File: config.mk
export PLATFORM = sky130hd
export DESIGN_NAME = jsvc_core
export DESIGN_NICKNAME = d
export VERILOG_FILES = /design/src/core/jsvc_pkg.sv /design/src/core/jsvc_sync.sv /design/src/core/jsvc_core.sv
export SDC_FILE = /design/constraint.sdc
export NUM_CORES = 1
export LEC_CHECK = 0
export BUFFER_PORTS_ARGS = -buffer_cell sky130_fd_sc_hd__buf_4
export CAP_MARGIN = 15
export CELL_PAD_IN_SITES_DETAIL_PLACEMENT = 0
export CELL_PAD_IN_SITES_GLOBAL_PLACEMENT = 1
export CORE_UTILIZATION = 43
export CTS_BUF_LIST = sky130_fd_sc_hd__clkbuf_8
export DETAILED_ROUTE_END_ITERATION = 16
export HOLD_SLACK_MARGIN = 0.05
export PLACE_DENSITY = 0.81
export SLEW_MARGIN = 30
export SYNTH_ARGS = -nofsm -noshare
export SYNTH_HDL_FRONTEND = slang
export SYNTH_SLANG_ARGS = --single-unit
File: constraint.sdc
create_clock -name CLK -period 3 [get_ports CLK]
set_clock_uncertainty 0.05 [all_clocks]
set_input_delay 0.6 -clock CLK [delete_from_list [all_inputs] [get_ports CLK]]
set_output_delay 0.6 -clock CLK [all_outputs]
set_load 0.02 [all_outputs]
File: src/core/jsvc_pkg.sv
package jsvc_pkg;
  // instruction codes and scan widths
  localparam int           IR_W     = 5;
  localparam int           DR_W     = 34;
  localparam logic [4:0]   IR_BLOCK = 5'h12;
  localparam logic [4:0]   IR_ABORT = 5'h13;
  localparam logic [4:0]   IR_RATIO = 5'h17;
  localparam logic [4:0]   IR_RSTC  = 5'h0C;
  localparam logic [4:0]   IR_WIPE  = 5'h0F;
  localparam logic [4:0]   IR_HALT  = 5'h1C;
  localparam logic [4:0]   IR_BYP   = 5'h1F;
  localparam logic [5:0]   LEN_BLK  = 6'h22;
  localparam logic [5:0]   LEN_RAT  = 6'h10;
  localparam logic [5:0]   LEN_ONE  = 6'h01;
  // apb register offsets
  localparam logic [7:0]   OFS_STAT = 8'h00;
  localparam logic [7:0]   OFS_CTRL = 8'h04;
  localparam logic [7:0]   OFS_ADLO = 8'h08;
  localparam logic [7:0]   OFS_ADHI = 8'h0C;
  // field positions
  localparam int           CTRL_NVM = 0;
  localparam int           CTRL_SEC = 1;
  localparam int           ADHI_SZ  = 4;
  localparam int           ADHI_RD  = 6;
  localparam int           STAT_DOM = 8;
  // reset values
  localparam logic         NVM_RST  = 1'b1;
  localparam logic [35:0]  ADDR_RST = 36'h0_0000_0000;
  localparam logic [1:0]   SIZE_RST = 2'h2;

  typedef enum logic [15:0] {
    TAP_RESET = 16'h0001, TAP_IDLE = 16'h0002, DR_SEL   = 16'h0004,
    DR_CAP    = 16'h0008, DR_SHIFT = 16'h0010, DR_EX1   = 16'h0020,
    DR_PAUSE  = 16'h0040, DR_EX2   = 16'h0080, DR_UPD   = 16'h0100,
    IR_SEL    = 16'h0200, IR_CAP   = 16'h0400, IR_SHIFT = 16'h0800,
    IR_EX1    = 16'h1000, IR_PAUSE = 16'h2000, IR_EX2   = 16'h4000,
    IR_UPD    = 16'h8000
  } jsvc_tap_e;

  // service bus request and answer
  typedef struct packed {
    logic [35:0] addr;
    logic [1:0]  size;
    logic        write;
    logic [31:0] wdata;
  } jsvc_sab_req_s;

  typedef struct packed {
    logic        ack;
    logic        err;
    logic [31:0] rdata;
  } jsvc_sab_rsp_s;
endpackage : jsvc_pkg

File: src/core/jsvc_sync.sv
`timescale 1ns/1ps
// two-flop synchroniser for pins from outside the clock domain
module jsvc_sync #(
  parameter int W = 1
) (
  input  wire logic         clk,
  input  wire logic         rst,
  input  wire logic [W-1:0] d,
  output logic      [W-1:0] q
);
  logic [W-1:0] meta_r;

  // first stage feeds only the second stage
  always_ff @(posedge clk) begin
    if (rst) begin
      meta_r <= '0;
      q      <= '0;
    end else begin
      meta_r <= d;
      q      <= meta_r;
    end
  end
endmodule : jsvc_sync

File: src/core/jsvc_core.sv
`timescale 1ns/1ps
module jsvc_core
  import jsvc_pkg::*;
#(
  parameter int NDOM = 5
) (
  input  wire logic          CLK,
  input  wire logic          SYS_RST,
  input  wire logic          TCK,
  input  wire logic          TMS,
  input  wire logic          TDI,
  output logic               TDO,
  input  wire logic          PSEL,
  input  wire logic          PENABLE,
  input  wire logic          PWRITE,
  input  wire logic [7:0]    PADDR,
  input  wire logic [31:0]   PWDATA,
  output logic      [31:0]   PRDATA,
  output logic               PREADY,
  output logic               PSLVERR,
  output jsvc_sab_req_s      SAB_CMD,
  output logic               SAB_REQ,
  output logic               SAB_ABORT,
  input  wire jsvc_sab_rsp_s SAB_RSP,
  output logic [NDOM-1:0]    RST_DOMAIN,
  output logic               CPU_HALT,
  output logic               DEV_RESET,
  output logic               NVM_ERASE,
  input  wire logic          NVM_DONE
);
  if (NDOM < 1 || NDOM > 8) begin : g_chk
    $error("NDOM must lie between 1 and 8");
  end

  logic [2:0]     pins_s;
  logic           tck_q_r;
  logic           tck_rise;
  logic           tck_fall;
  jsvc_tap_e      tap_r;
  jsvc_tap_e      tap_nxt;
  logic [4:0]     ir_r;
  logic [4:0]     ir_sh_r;
  logic [4:0]     ir_cap;
  logic [DR_W-1:0] dr_sh_r;
  logic [DR_W-1:0] dr_nxt;
  logic [DR_W-1:0] dr_cap;
  logic [5:0]     dr_len;
  logic           upd_dr;
  logic           upd_ir;
  logic           cap_dr;
  logic           cap_ir;
  logic [35:0]    addr_r;
  logic [1:0]     size_r;
  logic           rd_r;
  logic [31:0]    wdata_r;
  logic [31:0]    rdata_r;
  logic           busy_r;
  logic           err_r;
  logic           abort_r;
  logic           launch;
  logic [35:0]    inc;
  logic [15:0]    cnt_r;
  logic [NDOM-1:0] dom_r;
  logic           halt_r;
  logic           devrst_r;
  logic           ers_busy_r;
  logic           ers_pulse_r;
  logic           sec_r;
  logic           nvm_r;
  logic [31:0]    prdata_r;
  logic           apb_wr;
  logic           mapped;

  jsvc_sync #(
    .W (3)
  ) u_sync (
    .clk (CLK),
    .rst (SYS_RST),
    .d   ({TCK, TMS, TDI}),
    .q   (pins_s)
  );

  // tck edges found from the synchronised copy only
  always_ff @(posedge CLK) begin
    if (SYS_RST) tck_q_r <= 1'b0;
    else         tck_q_r <= pins_s[2];
  end
  assign tck_rise = pins_s[2] & ~tck_q_r;
  assign tck_fall = ~pins_s[2] & tck_q_r;

  // tap controller next state
  always_comb begin
    unique case (tap_r)
      TAP_RESET: tap_nxt = pins_s[1] ? TAP_RESET : TAP_IDLE;
      TAP_IDLE:  tap_nxt = pins_s[1] ? DR_SEL : TAP_IDLE;
      DR_SEL:    tap_nxt = pins_s[1] ? IR_SEL : DR_CAP;
      DR_CAP:    tap_nxt = pins_s[1] ? DR_EX1 : DR_SHIFT;
      DR_SHIFT:  tap_nxt = pins_s[1] ? DR_EX1 : DR_SHIFT;
      DR_EX1:    tap_nxt = pins_s[1] ? DR_UPD : DR_PAUSE;
      DR_PAUSE:  tap_nxt = pins_s[1] ? DR_EX2 : DR_PAUSE;
      DR_EX2:    tap_nxt = pins_s[1] ? DR_UPD : DR_SHIFT;
      DR_UPD:    tap_nxt = pins_s[1] ? DR_SEL : TAP_IDLE;
      IR_SEL:    tap_nxt = pins_s[1] ? TAP_RESET : IR_CAP;
      IR_CAP:    tap_nxt = pins_s[1] ? IR_EX1 : IR_SHIFT;
      IR_SHIFT:  tap_nxt = pins_s[1] ? IR_EX1 : IR_SHIFT;
      IR_EX1:    tap_nxt = pins_s[1] ? IR_UPD : IR_PAUSE;
      IR_PAUSE:  tap_nxt = pins_s[1] ? IR_EX2 : IR_PAUSE;
      IR_EX2:    tap_nxt = pins_s[1] ? IR_UPD : IR_SHIFT;
      IR_UPD:    tap_nxt = pins_s[1] ? DR_SEL : TAP_IDLE;
      default:   tap_nxt = TAP_RESET; // upset one-hot code
    endcase
  end

  always_ff @(posedge CLK) begin
    if (SYS_RST)       tap_r <= TAP_RESET;
    else if (tck_rise) tap_r <= tap_nxt;
  end

  // actions happen as tck rises out of the named state
  assign cap_dr = tck_rise && tap_r == DR_CAP;
  assign cap_ir = tck_rise && tap_r == IR_CAP;
  assign upd_dr = tck_rise && tap_r == DR_UPD;
  assign upd_ir = tck_rise && tap_r == IR_UPD;

  // instruction capture: protection, error, busy, then 01; wipe puts erase busy there, rstc and halt zeros
  always_comb begin
    unique case (ir_r)
      IR_WIPE:          ir_cap = {sec_r, 1'b0, ers_busy_r, 2'b01};
      IR_RSTC, IR_HALT: ir_cap = {sec_r, 4'b0001};
      default:          ir_cap = {sec_r, err_r, busy_r, 2'b01};
    endcase
  end

  // instruction shift and update
  always_ff @(posedge CLK) begin
    if (SYS_RST) begin
      ir_r    <= IR_BYP;
      ir_sh_r <= '0;
    end else if (tck_rise) begin
      if (tap_r == TAP_RESET) ir_r <= IR_BYP;
      if (tap_r == IR_CAP)    ir_sh_r <= ir_cap;
      if (tap_r == IR_SHIFT)  ir_sh_r <= {pins_s[0], ir_sh_r[4:1]};
      if (tap_r == IR_UPD)    ir_r <= ir_sh_r;
    end
  end

  // data register length follows the instruction
  always_comb begin
    unique case (ir_r)
      IR_BLOCK: dr_len = LEN_BLK;
      IR_RATIO: dr_len = LEN_RAT;
      IR_RSTC:  dr_len = 6'(NDOM);
      default:  dr_len = LEN_ONE;  // abort, wipe, halt and bypass
    endcase
  end

  // capture values; abort and wipe read zero
  always_comb begin
    dr_cap = '0;
    unique case (ir_r)
      IR_BLOCK: dr_cap = {err_r, busy_r, rdata_r};
      IR_RATIO: dr_cap[0] = cnt_r != 16'h0000;
      IR_RSTC:  dr_cap[NDOM-1:0] = dom_r;
      IR_HALT:  dr_cap[0] = halt_r;
      default:  dr_cap = '0;
    endcase
  end

  // tdi enters at the top of the active length, lsb leaves first
  always_comb begin
    dr_nxt = dr_sh_r >> 1;
    dr_nxt[dr_len - 6'h01] = pins_s[0];
  end

  always_ff @(posedge CLK) begin
    if (SYS_RST)                      dr_sh_r <= '0;
    else if (cap_dr)                  dr_sh_r <= dr_cap;
    else if (tck_rise && tap_r == DR_SHIFT) dr_sh_r <= dr_nxt;
  end

  // tdo changes on the falling tck so the host samples it stable
  always_ff @(posedge CLK) begin
    if (SYS_RST) TDO <= 1'b0;
    else if (tck_fall && tap_r == IR_SHIFT) TDO <= ir_sh_r[0];
    else if (tck_fall && tap_r == DR_SHIFT) TDO <= dr_sh_r[0];
  end

  // service bus launch when not busy: ir load prefetches a read, each update repeats
  assign inc = 36'h0_0000_0001 << size_r;
  assign launch = !busy_r &&
    ((upd_dr && ir_r == IR_BLOCK) ||
     (upd_ir && ir_sh_r == IR_BLOCK && rd_r));
  assign apb_wr = PSEL && PENABLE && PWRITE;

  always_ff @(posedge CLK) begin
    if (SYS_RST) begin
      addr_r  <= ADDR_RST;
      size_r  <= SIZE_RST;
      rd_r    <= 1'b1;
      wdata_r <= '0;
      rdata_r <= '0;
      busy_r  <= 1'b0;
      err_r   <= 1'b0;
    end else if (launch) begin
      addr_r  <= addr_r + inc;
      wdata_r <= dr_sh_r[31:0];
      busy_r  <= 1'b1;
      err_r   <= 1'b0;
    end else if (busy_r && SAB_RSP.ack) begin
      busy_r  <= 1'b0;
      err_r   <= SAB_RSP.err || abort_r;
      if (rd_r) rdata_r <= SAB_RSP.rdata;
    end else if (apb_wr && !busy_r) begin
      // seeding point for an access started elsewhere
      if (PADDR == OFS_ADLO) addr_r[31:0] <= PWDATA;
      if (PADDR == OFS_ADHI) begin
        addr_r[35:32] <= PWDATA[3:0];
        size_r        <= PWDATA[ADHI_SZ +: 2];
        rd_r          <= PWDATA[ADHI_RD];
      end
    end
  end

  // abort stays raised until the bus finally answers
  always_ff @(posedge CLK) begin
    if (SYS_RST) abort_r <= 1'b0;
    else if (busy_r && SAB_RSP.ack) abort_r <= 1'b0;
    else if (upd_ir && ir_sh_r == IR_ABORT && busy_r) abort_r <= 1'b1;
  end

  assign SAB_REQ   = busy_r;
  assign SAB_ABORT = abort_r;
  assign SAB_CMD   = '{addr: addr_r, size: size_r, write: ~rd_r,
                       wdata: wdata_r};

  // clock ratio probe runs on the system clock
  always_ff @(posedge CLK) begin
    if (SYS_RST) cnt_r <= '0;
    else if (upd_dr && ir_r == IR_RATIO) cnt_r <= dr_sh_r[15:0];
    else if (cnt_r != 16'h0000) cnt_r <= cnt_r - 16'h0001;
  end

  // reset domains and cpu halt; halt writes also pulse a device reset
  always_ff @(posedge CLK) begin
    if (SYS_RST) begin
      dom_r    <= '0;
      halt_r   <= 1'b0;
      devrst_r <= 1'b0;
    end else begin
      devrst_r <= 1'b0;
      if (upd_dr && ir_r == IR_RSTC) dom_r <= dr_sh_r[NDOM-1:0];
      if (upd_dr && ir_r == IR_HALT) begin
        halt_r   <= dr_sh_r[0];
        devrst_r <= 1'b1;
      end
    end
  end

  assign RST_DOMAIN = dom_r;
  assign CPU_HALT   = halt_r;
  assign DEV_RESET  = devrst_r;

  // erase starts as the instruction is selected, not on a data scan
  always_ff @(posedge CLK) begin
    if (SYS_RST) begin
      ers_busy_r  <= 1'b0;
      ers_pulse_r <= 1'b0;
      sec_r       <= 1'b0;
    end else begin
      ers_pulse_r <= 1'b0;
      if (apb_wr && PADDR == OFS_CTRL && PWDATA[CTRL_SEC]) sec_r <= 1'b1;
      if (upd_ir && ir_sh_r == IR_WIPE && !ers_busy_r) begin
        if (nvm_r) begin
          ers_busy_r  <= 1'b1;
          ers_pulse_r <= 1'b1;
        end else begin
          sec_r <= 1'b0;
        end
      end
      // erase end wins over a security set in the same cycle
      if (ers_busy_r && NVM_DONE) begin
        ers_busy_r <= 1'b0;
        sec_r      <= 1'b0;
      end
    end
  end

  assign NVM_ERASE = ers_pulse_r;

  // apb: read data registered in setup, no wait states
  assign mapped  = PADDR == OFS_STAT || PADDR == OFS_CTRL ||
                   PADDR == OFS_ADLO || PADDR == OFS_ADHI;
  assign PREADY  = 1'b1;
  assign PSLVERR = PSEL && PENABLE && !mapped;
  assign PRDATA  = prdata_r;

  always_ff @(posedge CLK) begin
    if (SYS_RST) nvm_r <= NVM_RST;
    else if (apb_wr && PADDR == OFS_CTRL) nvm_r <= PWDATA[CTRL_NVM];
  end

  always_ff @(posedge CLK) begin
    if (SYS_RST) prdata_r <= '0;
    else if (PSEL && !PENABLE) begin
      prdata_r <= '0;
      unique case (PADDR)
        OFS_STAT: begin
          prdata_r[5:0] <= {cnt_r != 16'h0000, halt_r, ers_busy_r,
                            sec_r, err_r, busy_r};
          prdata_r[STAT_DOM +: NDOM] <= dom_r;
        end
        OFS_CTRL: prdata_r[1:0] <= {sec_r, nvm_r};
        OFS_ADLO: prdata_r <= addr_r[31:0];
        OFS_ADHI: prdata_r[6:0] <= {rd_r, size_r, addr_r[35:32]};
        default:  prdata_r <= '0;
      endcase
    end
  end
endmodule : jsvc_core

* After elaboration in Yosys (flattened, before gate mapping)
Index checks and enable logic that the tools add are counted.
Storage, ports and cells: bits in registers 233, output and inout bits 116, input port bits 83
Operators by class: reduce and logical (&&, ||, !) cells 62, add/sub/neg operators 3, multiplexer cells 49, shift operators 1, magnitude comparators 2, eq/ne operators 28, bitwise operators 8
Operators with widths (number):
- case mux 16 bit (12 select lines) | 1
- 2-to-1 mux 36 bit | 3
- 2-to-1 mux 34 bit | 2
- 2-to-1 mux 16 bit | 4
- adder 36 bit | 1
- left shift 1 x 2 -> 36 bit, first input constant | 1
- bitwise mux 34 bit | 1
- 2-to-1 mux 32 bit | 1
- 2-to-1 mux 29 bit | 1
- logical AND 1 bit | 27
- equality test 5 bit, second input constant | 5
- 2-to-1 mux 5 bit | 4
- 2-to-1 mux 19 bit | 1
- 2-to-1 mux 9 bit | 2
- case mux 6 bit (3 select lines) | 1
- nonzero test 2 bit | 9
- equality test 16 x 1 -> 1 bit, second input constant | 1
- equality test 16 x 10 -> 1 bit, second input constant | 1
- equality test 16 x 11 -> 1 bit, second input constant | 1
- equality test 16 x 12 -> 1 bit, second input constant | 1
- equality test 16 x 13 -> 1 bit, second input constant | 1
- equality test 16 x 14 -> 1 bit, second input constant | 1
- equality test 16 x 15 -> 1 bit, second input constant | 1
- equality test 16 bit, second input constant | 1
- other kinds (44) | 81

* Depth between registers and ports, before layout
Gate-level depths: netlist (run 1).
depth after elaboration 10, mapped depth 10, gate-level depth less buffers 9

* Cells and area by module
From an unflattened synthesis (run 1), not the netlist that was laid out.
Unflattened totals: cell total of the unflattened synthesis 1347, area, all modules 10940.5 µm²
By module, submodules not included:
- jsvc_core | cells each 1335, area an instance 10782.8 µm², times used 1
- jsvc_sync | cells each 12, area an instance 157.7 µm², times used 1

* Least setup slack after synthesis (run 1)
No wires, ideal clock.
kind register to register, from reg size_r[0], to reg addr_r[11], cell stages (with the launch flop) 10, arrival time 2632 ps, slack 253 ps, setup time 65 ps, path through dfxtp_1 nor2b_1 ha_1 a21o_1 a211oi_1 or2_2 clkbuf_1 a21oi_1 o32a_1 nor2_1
Between the ends: longest elaborated chain between the ends 3
Ends and longest elaborated chain:
- start, declared | RTL line jsvc_core.sv:53 | logic [1:0] size_r;
- start signal, assigned | RTL line jsvc_core.sv:218 | size_r <= PWDATA[ADHI_SZ +: 2];
- left shift 1 x 2 -> 36 bit | RTL line jsvc_core.sv:189 | assign inc = 36'h0_0000_0001 << size_r;
- adder 36 bit | RTL line jsvc_core.sv:205 | addr_r <= addr_r + inc;
- 2-to-1 mux 36 bit | RTL line jsvc_core.sv:204 | end else if (launch) begin
- end signal, assigned | RTL line jsvc_core.sv:205
- end, declared | RTL line jsvc_core.sv:52 | logic [35:0] addr_r;
Every way passes these cells. A chain may end at the register's enable or synchronous reset.

* Worst setup path in the final report (run 1)
from reg size_r[1], to reg addr_r[35]
Same word-level chain as after synthesis.

==> impl_metrics.toml, run 1 <==
[global_route]
grt_pass1_vias = 9980
grt_overflow_total = 0
antenna_found_initial = 0
grt_pass1_wl_um = 54000
grt.busiest_layer = "met2"
grt_usage = 0.255
grt_start_max_net_pins = 69
grtUsageMet3 = 0.0388
grt.met1_usage = 0.347
use_met2 = 0.417

[sta]
clock.fmax_mhz = 365
setup_viol = 0
period_share = 0.913
grt_setup_unrepaired = "no"
slew_headroom = 0.602
report.final.hold_viol_count = 0
period_needed_ns = 2.74
setup_tns_ns = 0
tightest_slew_ns = 0.596
maxSlewViolCount = 0

[final_layout]
final_net_count = 1625
area_delta_synth_final_pct = 24.7
insertedDiodeCount = 0
drive_above_1_share = 0.218
layout_common_cells = "buf_4 (243), dfxtp_1 (233), nand2_1 (210)"
final_common_cell = "buf_4"
finalInstanceArea_sq_um = 13600
n_fill_cell = 2409

[worst_setup_path]
cp_common_cell = "or3_1"
cp.buffers_inverters = 0
rr_worst_depth = 8
crit_required_ns = 3.43
worstPathArrival_ns = 3.17
r2r-start = "size_r[1]"
crit_start = "size_r[1]"
path_class = "reg -> reg"
path_cells = "and2_1, ha_1, o211ai_1, or3_1, nor3_1, nand2_2, or3_1, a31oi_1"
cp.depth = 8
cp-end-kind = "flip-flop"
cp-start-kind = "flip-flop"
max_stage_delay_ns = 0.44
r2r_slack_ns = 0.26
path_delay_family = "simple AND/OR/NAND/NOR gates"
worstPathMaxFanout = 10
slowest_stage = "or3_1"

[cts]
cts_buffers = 42
path_clk_slew_ns = 0.05
cts_setup_buffers = 0
ctsLongestPathBuffers = 3
clock_sinks = 233
clkLatencyLatePin_ns = 0.55
cts_resized = 0
cts_tree = "yes"
h-tree-depth = 2
holdBufCountCts = 0
cts-root-buf = "clkbuf_8"

[power]
p_leak_nw = 5.67
vdd_ir_drop_max_uv = 301
powerDensity_nw_per_um2 = 512

[floorplanning]
rows = 57
fp.dieArea_sq_um = 26100
core_area_sq_um = 24600
dieHeight_um = 161
io_pins = 199
start_util = 0.444
die_x_um = 161

[logic_synthesis]
synth-seq-cells = 233
ys_warn_count = 0
synthCells = 1350
synthTopCellsByArea = "dfxtp_1 (43%), nand2_1 (7.2%), a21oi_1 (6.5%), nor2_1 (5.0%), a22oi_1 (2.8%)"
synth_area_per_cell_sq_um = 8.10
yosysSeqAreaShare = 0.427
synth_ff_type = "dfxtp_1"
syn_area_sq_um = 10900
yosys.cell_types.count = 83
synth_area_leader_cell = "dfxtp_1"
synth_top_area_frac = 0.427
synthArstFlopShare = 0
synth_edf_count = 0
syn-num-nets = 1439

[routing]
ant_nets = 0
wire_per_inst_um = 17.9
num_vias = 10700
drc = 0
drt_iter0_drc = 656
totalWireLength_um = 33700
via_per_inst = 5.67
dr.pass1.iters = 5

[outcome]
outcome = "finished, final reports clean"

[placed_design]
portBuffers = 197
place_area_sq_um = 12800
place_congestion = 0.864
dpl.hpwl_um = 23600

[worst_hold_path]
hp-class = "in -> reg"
min_path_cells = 2
worstHoldStart = "TCK"

[flow_run]
drv_cap = 0
[worst reg2reg max path: stages, from the launching register on]
cell      delay (ns)
dfxtp_1         0.36
and2_1          0.18
ha_1            0.35
o211ai_1        0.17
or3_1           0.44
nor3_1          0.32
nand2_2         0.22
or3_1           0.40
a31oi_1         0.16
[metrics by stage]
step / instances / utilization / worst slack, ns / hold slack (ns) / power (mW)
6_report: 1887 / 0.554 / 0.261 / 0.224 / 6.98
5_1_grt: 1887 / 0.554 / 0.0641 / 0.208 / 7.28
4_1_cts: 1887 / 0.554 / 0.283 / 0.200 / 7.05
3_5_place_dp: 1816 / 0.520 / 0.298 / 0.377 / 4.10
3_3_place_gp: 1816 / 0.520 / 0.370 / 0.370 / 4.09
2_1_floorplan: 1350 / - / 0.253 / 0.364 / 3.85
[flip-flops by register name, indices dropped and copies added, names as in the netlist, 2 cells and up]
signal / flops
u_sync.meta_r: 3
addr_r: 36
wdata_r: 32
tap_r: 16
size_r: 2
cnt_r: 16
PRDATA: 32
ir_r: 5
ir_sh_r: 5
dr_sh_r: 34
rdata_r: 32
RST_DOMAIN: 5
u_sync.q: 3
[synthesized netlist by cell type, drive strengths merged (25+ instances only)]
| library cell | instances |
|---|---|
| a21oi | 144 |
| nor2 | 146 |
| nor3 | 38 |
| o21ai | 57 |
| o211a | 28 |
| dfxtp | 233 |
| nand2 | 212 |
| nor4 | 25 |
| a22oi | 41 |
| clkbuf | 81 |
| nand3 | 36 |
[logic make-up after synthesis]
| kind of cell | count (synthesis) | share of synthesized area |
|---|---|---|
| xor gates and xnor gates | 20 | 0.0160 |
| and+or+nand+nor | 568 | 0.251 |
| buffers and inverters | 122 | 0.0456 |
| AOI/OAI and AO/OA | 366 | 0.219 |
| muxes | 34 | 0.0345 |
| adders and majority gates | 6 | 0.00755 |
| DFF | 233 | 0.427 |
| other | 1 | 0.000343 |
[metal layers]
layer,wire [um],vias up
met5,0,-
met4,722,0
met3,1900,59
met2,15600,318
met1,15500,5092
li1,-,5224
[final cells by class]
cell class                      count  area (sq um)  share of cell area
Inverter                           18          67.6             0.00496
Tap cell                          324           405              0.0297
Multi-Input combinational cell    995          5780               0.424
Clock inverter                     19           114             0.00836
Clock buffer                       52           716              0.0525
Timing Repair Buffer              246          1880               0.138
Sequential cell                   233          4660               0.342
[power breakdown]
group | internal [mW] | total [mW] | switching, mW
logic | 0.374 | 0.793 | 0.419
registers | 3.17 | 3.24 | 0.0737
clock network | 1.64 | 2.95 | 1.30
[final timing paths]
path                                         end
worst max register to register        addr_r[35]
worst min-delay path            u_sync.meta_r[2]
worst max-delay path                  addr_r[35]
worst min register to register       u_sync.q[2]
Note: power is estimated with default switching activity, not from simulation.
==> run 2: changes to the inputs <==
--- a/config.mk
+++ b/config.mk
@@ -17,4 +17,5 @@
 export SLEW_MARGIN = 30
 export SYNTH_ARGS = -nofsm -noshare
 export SYNTH_HDL_FRONTEND = slang
+export SYNTH_HIERARCHICAL = 1
 export SYNTH_SLANG_ARGS = --single-unit
==> impl_metrics.toml, run 2 <==
[logic_synthesis]
syn-num-nets = 1436
synthTopCellsByArea = "dfxtp_1 (43%), nand2_1 (7.1%), a21oi_1 (6.6%), nor2_1 (3.9%), o21ai_0 (3.4%)"
synth-seq-cells = 233
synth_area_per_cell_sq_um = 8.12
post-synth-top-count-cell = "dfxtp_1"
synth_top_area_frac = 0.426
ys_warn_count = 6
synth_common_cells = "dfxtp_1 (233), nand2_1 (207), a21oi_1 (144)"
yosys.cell_types.count = 91
synth_area_leader_cell = "dfxtp_1"
yosysSeqAreaShare = 0.426
synthArstFlopShare = 0
synthCells = 1347
synth_ff_type = "dfxtp_1"
syn_area_sq_um = 10900
synth_edf_count = 0

[cts]
cts-root-buf = "clkbuf_8"
cts_buffers = 41
holdBufCountCts = 0
clkLatencyLatePin_ns = 0.55
h-tree-depth = 2
ctsLongestPathBuffers = 3
cts_tree = "yes"
path_clk_slew_ns = 0.06
cts_resized = 0
clock_sinks = 233
cts_setup_buffers = 0

[worst_setup_path]
worstPathArrival_ns = 3.08
slowest_stage = "o21ai_2"
cp.buffers_inverters = 1
worstPathMaxFanout = 10
path_cells = "nor4b_1, buf_4, and2_1, a41oi_2, o21ai_2, o311ai_0, a31oi_1"
max_stage_delay_ns = 0.52
cp-start-kind = "flip-flop"
crit_required_ns = 3.41
path_class = "reg -> reg"
cp-end-kind = "flip-flop"
path_delay_family = "compound AO/OA/AOI/OAI gates"

[placed_design]
dpl_worst_slack_ns = 0.0767
place_area_sq_um = 12900
dp.cells = 1825
portBuffers = 197
dpl.hpwl_um = 23500
place_congestion = 0.912

[global_route]
grt_usage = 0.257
antenna_found_initial = 0
grt_start_max_net_pins = 159
grt_pass1_vias = 10000
grt_overflow_total = 0
grt_pass1_wl_um = 53900

[routing]
ant_nets = 0
wire_per_inst_um = 17.9
drt_iter0_drc = 765
via_per_inst = 5.65
drc = 0
dr.pass1.iters = 5
num_vias = 10700
totalWireLength_um = 34000

[floorplanning]
dieHeight_um = 162
io_pins = 199
start_util = 0.437
core_area_sq_um = 25000
fp.dieArea_sq_um = 26100
rows = 58
die_x_um = 162

[flow_run]
drv_cap = 0

[sta]
report.final.hold_viol_count = 0
tightest_slew_ns = 0.806
grt_setup_unrepaired = "no"
period_needed_ns = 2.67
maxSlewViolCount = 0
setup_ws_ns = 0.335
setup_viol = 0
setup_tns_ns = 0
slew_headroom = 0.463
whs_ns = 0.207
clock.fmax_mhz = 375
period_share = 0.888

[final_layout]
final_net_count = 1627
drive_above_1_share = 0.218
top_regs = "addr_r: 36 flops, dr_sh_r: 34 flops"
insertedDiodeCount = 0
instances_no_fill = 1899
final_common_cell = "buf_4"
finalInstanceArea_sq_um = 13700
layout_common_cells = "buf_4 (244), dfxtp_1 (233), nand2_1 (207)"
largest_register_ffs = 36
regMostFlops = "addr_r"
area_delta_synth_final_pct = 25.0

[power]
powerDensity_nw_per_um2 = 512
vdd_ir_drop_max_uv = 307
p_leak_nw = 5.35

[outcome]
outcome = "finished, final reports clean"

[worst_hold_path]
hp-class = "in -> reg"
run 2: cells by family (layout without fill, tap and decap cells):
| logic type | count (synthesis) | count (layout) | synth area share |
|---|---|---|---|
| buffers and inverters | 119 | 341 | 0.0452 |
| DFF | 233 | 233 | 0.426 |
| and+or+nand+nor | 535 | 535 | 0.241 |
| muxes | 30 | 30 | 0.0306 |
| adders and majority gates | 6 | 6 | 0.00755 |
| AOI/OAI and AO/OA | 403 | 403 | 0.233 |
| other | 1 | 1 | 0.000343 |
| xor gates and xnor gates | 20 | 20 | 0.0160 |
run 2: final cells by class:
cell class	instances	area (sq um)
clock buffer	49	674
multi-input combinational	995	5790
tap	330	413
clock inverter	25	138
sequential	233	4660
fill	2409	11400
inverter	18	67.6
timing repair buffer	249	1920
run 2: report_power, final:
part,switching [mW],leakage (nW),internal (mW)
Combinational,0.449,2.99,0.394
Sequential,0.0774,1.88,3.18
Clock,1.33,0.483,1.57
Total,1.85,5.35,5.14
run 2: layer usage:
metal  GRT usage  up-vias  wire length, um
met1       0.345     5046            15300
met4      0.0780        0              711
met5           0        -                0
li1            -     5235                -
met2       0.418      387            15700
met3      0.0457       64             2330
run 2: per-stage QoR:
stage,total power [mW],util
2_1_floorplan,3.86,-
3_3_place_gp,4.14,0.514
3_5_place_dp,4.16,0.514
4_1_cts,7.07,0.546
5_1_grt,7.32,0.546
6_report,7.00,0.546
run 2: worst paths after layout:
path | start | to | slack, ns | cells after the start
setup / recovery | tap_r[15] | addr_r[29] | 0.33 | 7
hold / removal | TMS | u_sync/meta_r[1] | 0.21 | 2
setup reg to reg | tap_r[15] | addr_r[29] | 0.33 | 7
hold reg to reg | u_sync/meta_r[2] | u_sync/q[2] | 0.39 | 1
==> run 3: changes to the inputs <==
==> constraint.sdc (replaced) <==
create_clock -name CLK -period 3 [get_ports CLK]
set_clock_uncertainty 0.05 [all_clocks]
set_input_delay 0.6 -clock CLK [delete_from_list [all_inputs] [get_ports CLK]]
set_output_delay 0.6 -clock CLK [all_outputs]
set_load 0.1 [all_outputs]
==> impl_metrics.toml, run 3 (synthesis gave the netlist of run 2 again) <==
[global_route]
grt_overflow_total = 0
grt_pass1_vias = 10100
grt_start_max_net_pins = 185
antenna_found_initial = 0
grt_pass1_wl_um = 53900
grt_usage = 0.256

[sta]
setup_viol = 0
maxSlewViolCount = 0
report.final.hold_viol_count = 0
setup_ws_ns = 0.369
tightest_slew_ns = 0.920
clock.fmax_mhz = 380
period_needed_ns = 2.63
period_share = 0.877
slew_headroom = 0.387
grt_setup_unrepaired = "no"
setup_tns_ns = 0
whs_ns = 0.218

[final_layout]
final_common_cell = "buf_4"
final_net_count = 1628
largest_register_ffs = 36
n_fill_cell = 2473
top_regs = "addr_r: 36 flops, dr_sh_r: 34 flops"
drive_above_1_share = 0.219
area_delta_synth_final_pct = 24.2
regMostFlops = "addr_r"
layout_common_cells = "buf_4 (247), dfxtp_1 (231), nand2_1 (207)"
seqCellArea_sq_um = 4670
multi_input_area_sq_um = 5790
insertedDiodeCount = 0

[cts]
clkLatencyLatePin_ns = 0.54
path_clk_slew_ns = 0.06
ctsLongestPathBuffers = 3
holdBufCountCts = 0
cts_resized = 0
cts-root-buf = "clkbuf_8"
h-tree-depth = 2
cts_buffers = 41
cts_tree = "yes"
cts_setup_buffers = 0
clock_sinks = 233

[floorplanning]
io_pins = 199
fp.dieArea_sq_um = 26100
core_area_sq_um = 25000
die_x_um = 162
start_util = 0.437
dieHeight_um = 162
rows = 58

[worst_setup_path]
r2r-start = "tap_r[15]"
rr_worst_depth = 7
path_class = "reg -> reg"
worstPathMaxFanout = 10
worstPathArrival_ns = 3.03
r2r_slack_ns = 0.37
cp-end-kind = "flip-flop"
reg2reg_to = "addr_r[7]"
cp-start-kind = "flip-flop"
crit_required_ns = 3.40

[routing]
dr_wl_met3_um = 2450
totalWireLength_um = 33600
met1Wirelength_um = 15100
ant_nets = 0
drt_iter0_drc = 814
dr.pass1.iters = 5
drc = 0
via_per_inst = 5.65
wire_per_inst_um = 17.8
top_layer = "met4"
route.met2.wl_um = 15500
num_vias = 10700

[placed_design]
dpl.hpwl_um = 23300
portBuffers = 197
dpl_worst_slack_ns = 0.0933
place_congestion = 0.907

[worst_hold_path]
min_path_cells = 2
hp-class = "in -> reg"
whs_endpoint = "u_sync/meta_r[2]"
worstHoldStart = "TCK"

[power]
vdd_ir_drop_max_uv = 311
p_leak_nw = 5.30
powerDensity_nw_per_um2 = 501
power.total_mw = 6.81

[flow_run]
drv_cap = 0

[outcome]
outcome = "finished, final reports clean"
[run 3: cell count changes in the layout (fill, tap and decap cells not counted), sizes merged]
| cell | before | now |
|---|---|---|
| buf | 249 | 250 |
| clkinv | 4 | 5 |
| inv | 37 | 32 |
| bufinv | 1 | 0 |
| clkbuf | 49 | 48 |
[run 3: final cells by class]
| class | instances | area share |
|---|---|---|
| Multi-Input combinational cell | 995 | 0.426 |
| Sequential cell | 233 | 0.343 |
| Timing Repair Buffer | 250 | 0.140 |
| Clock buffer | 48 | 0.0486 |
| Tap cell | 330 | 0.0304 |
| Inverter | 18 | 0.00497 |
| Clock inverter | 20 | 0.00617 |
[run 3: critical path, stage by stage, from the launching register on]
cell and delay (ns):
dfxtp_1 0.46, nor4b_1 0.28, buf_4 0.17, and2_1 0.26, a41oi_2 0.43, o21ai_1 0.57
nor2_1 0.11, nor4_1 0.21
[run 3: worst max-delay path by stage]
stage / from / to / slack [ns]
floorplan: addr_r[0] / addr_r[20] / 0.08
global placement: PADDR[5] / addr_r[14] / 0.12
detailed placement: PADDR[5] / addr_r[14] / 0.09
CTS: size_r[1] / addr_r[33] / 0.40
global route: tap_r[15] / addr_r[23] / 0.12
finish: tap_r[15] / addr_r[7] / 0.37
[run 3: stage by stage]
stage / area, sq um / util / instances
after floorplan: 10900 / - / 1347
after global placement: 12800 / 0.513 / 1826
after detailed placement: 12800 / 0.513 / 1826
after CTS: 13600 / 0.543 / 1894
after global routing: 13600 / 0.543 / 1894
final: 13600 / 0.543 / 1894
[run 3: power breakdown]
| part | switching [mW] | total (mW) | leakage, nW | internal, mW |
|---|---|---|---|---|
| combinational | 0.445 | 0.816 | 2.98 | 0.372 |
| sequential | 0.0745 | 3.25 | 1.88 | 3.18 |
| clock | 1.30 | 2.74 | 0.441 | 1.44 |
[run 3: routing by layer]
layer  GRT usage  vias to the layer above
li1            -                     5232
met1       0.338                     5078
met2       0.419                      356
met3      0.0578                       42
met4      0.0708                        0
met5           0                        -
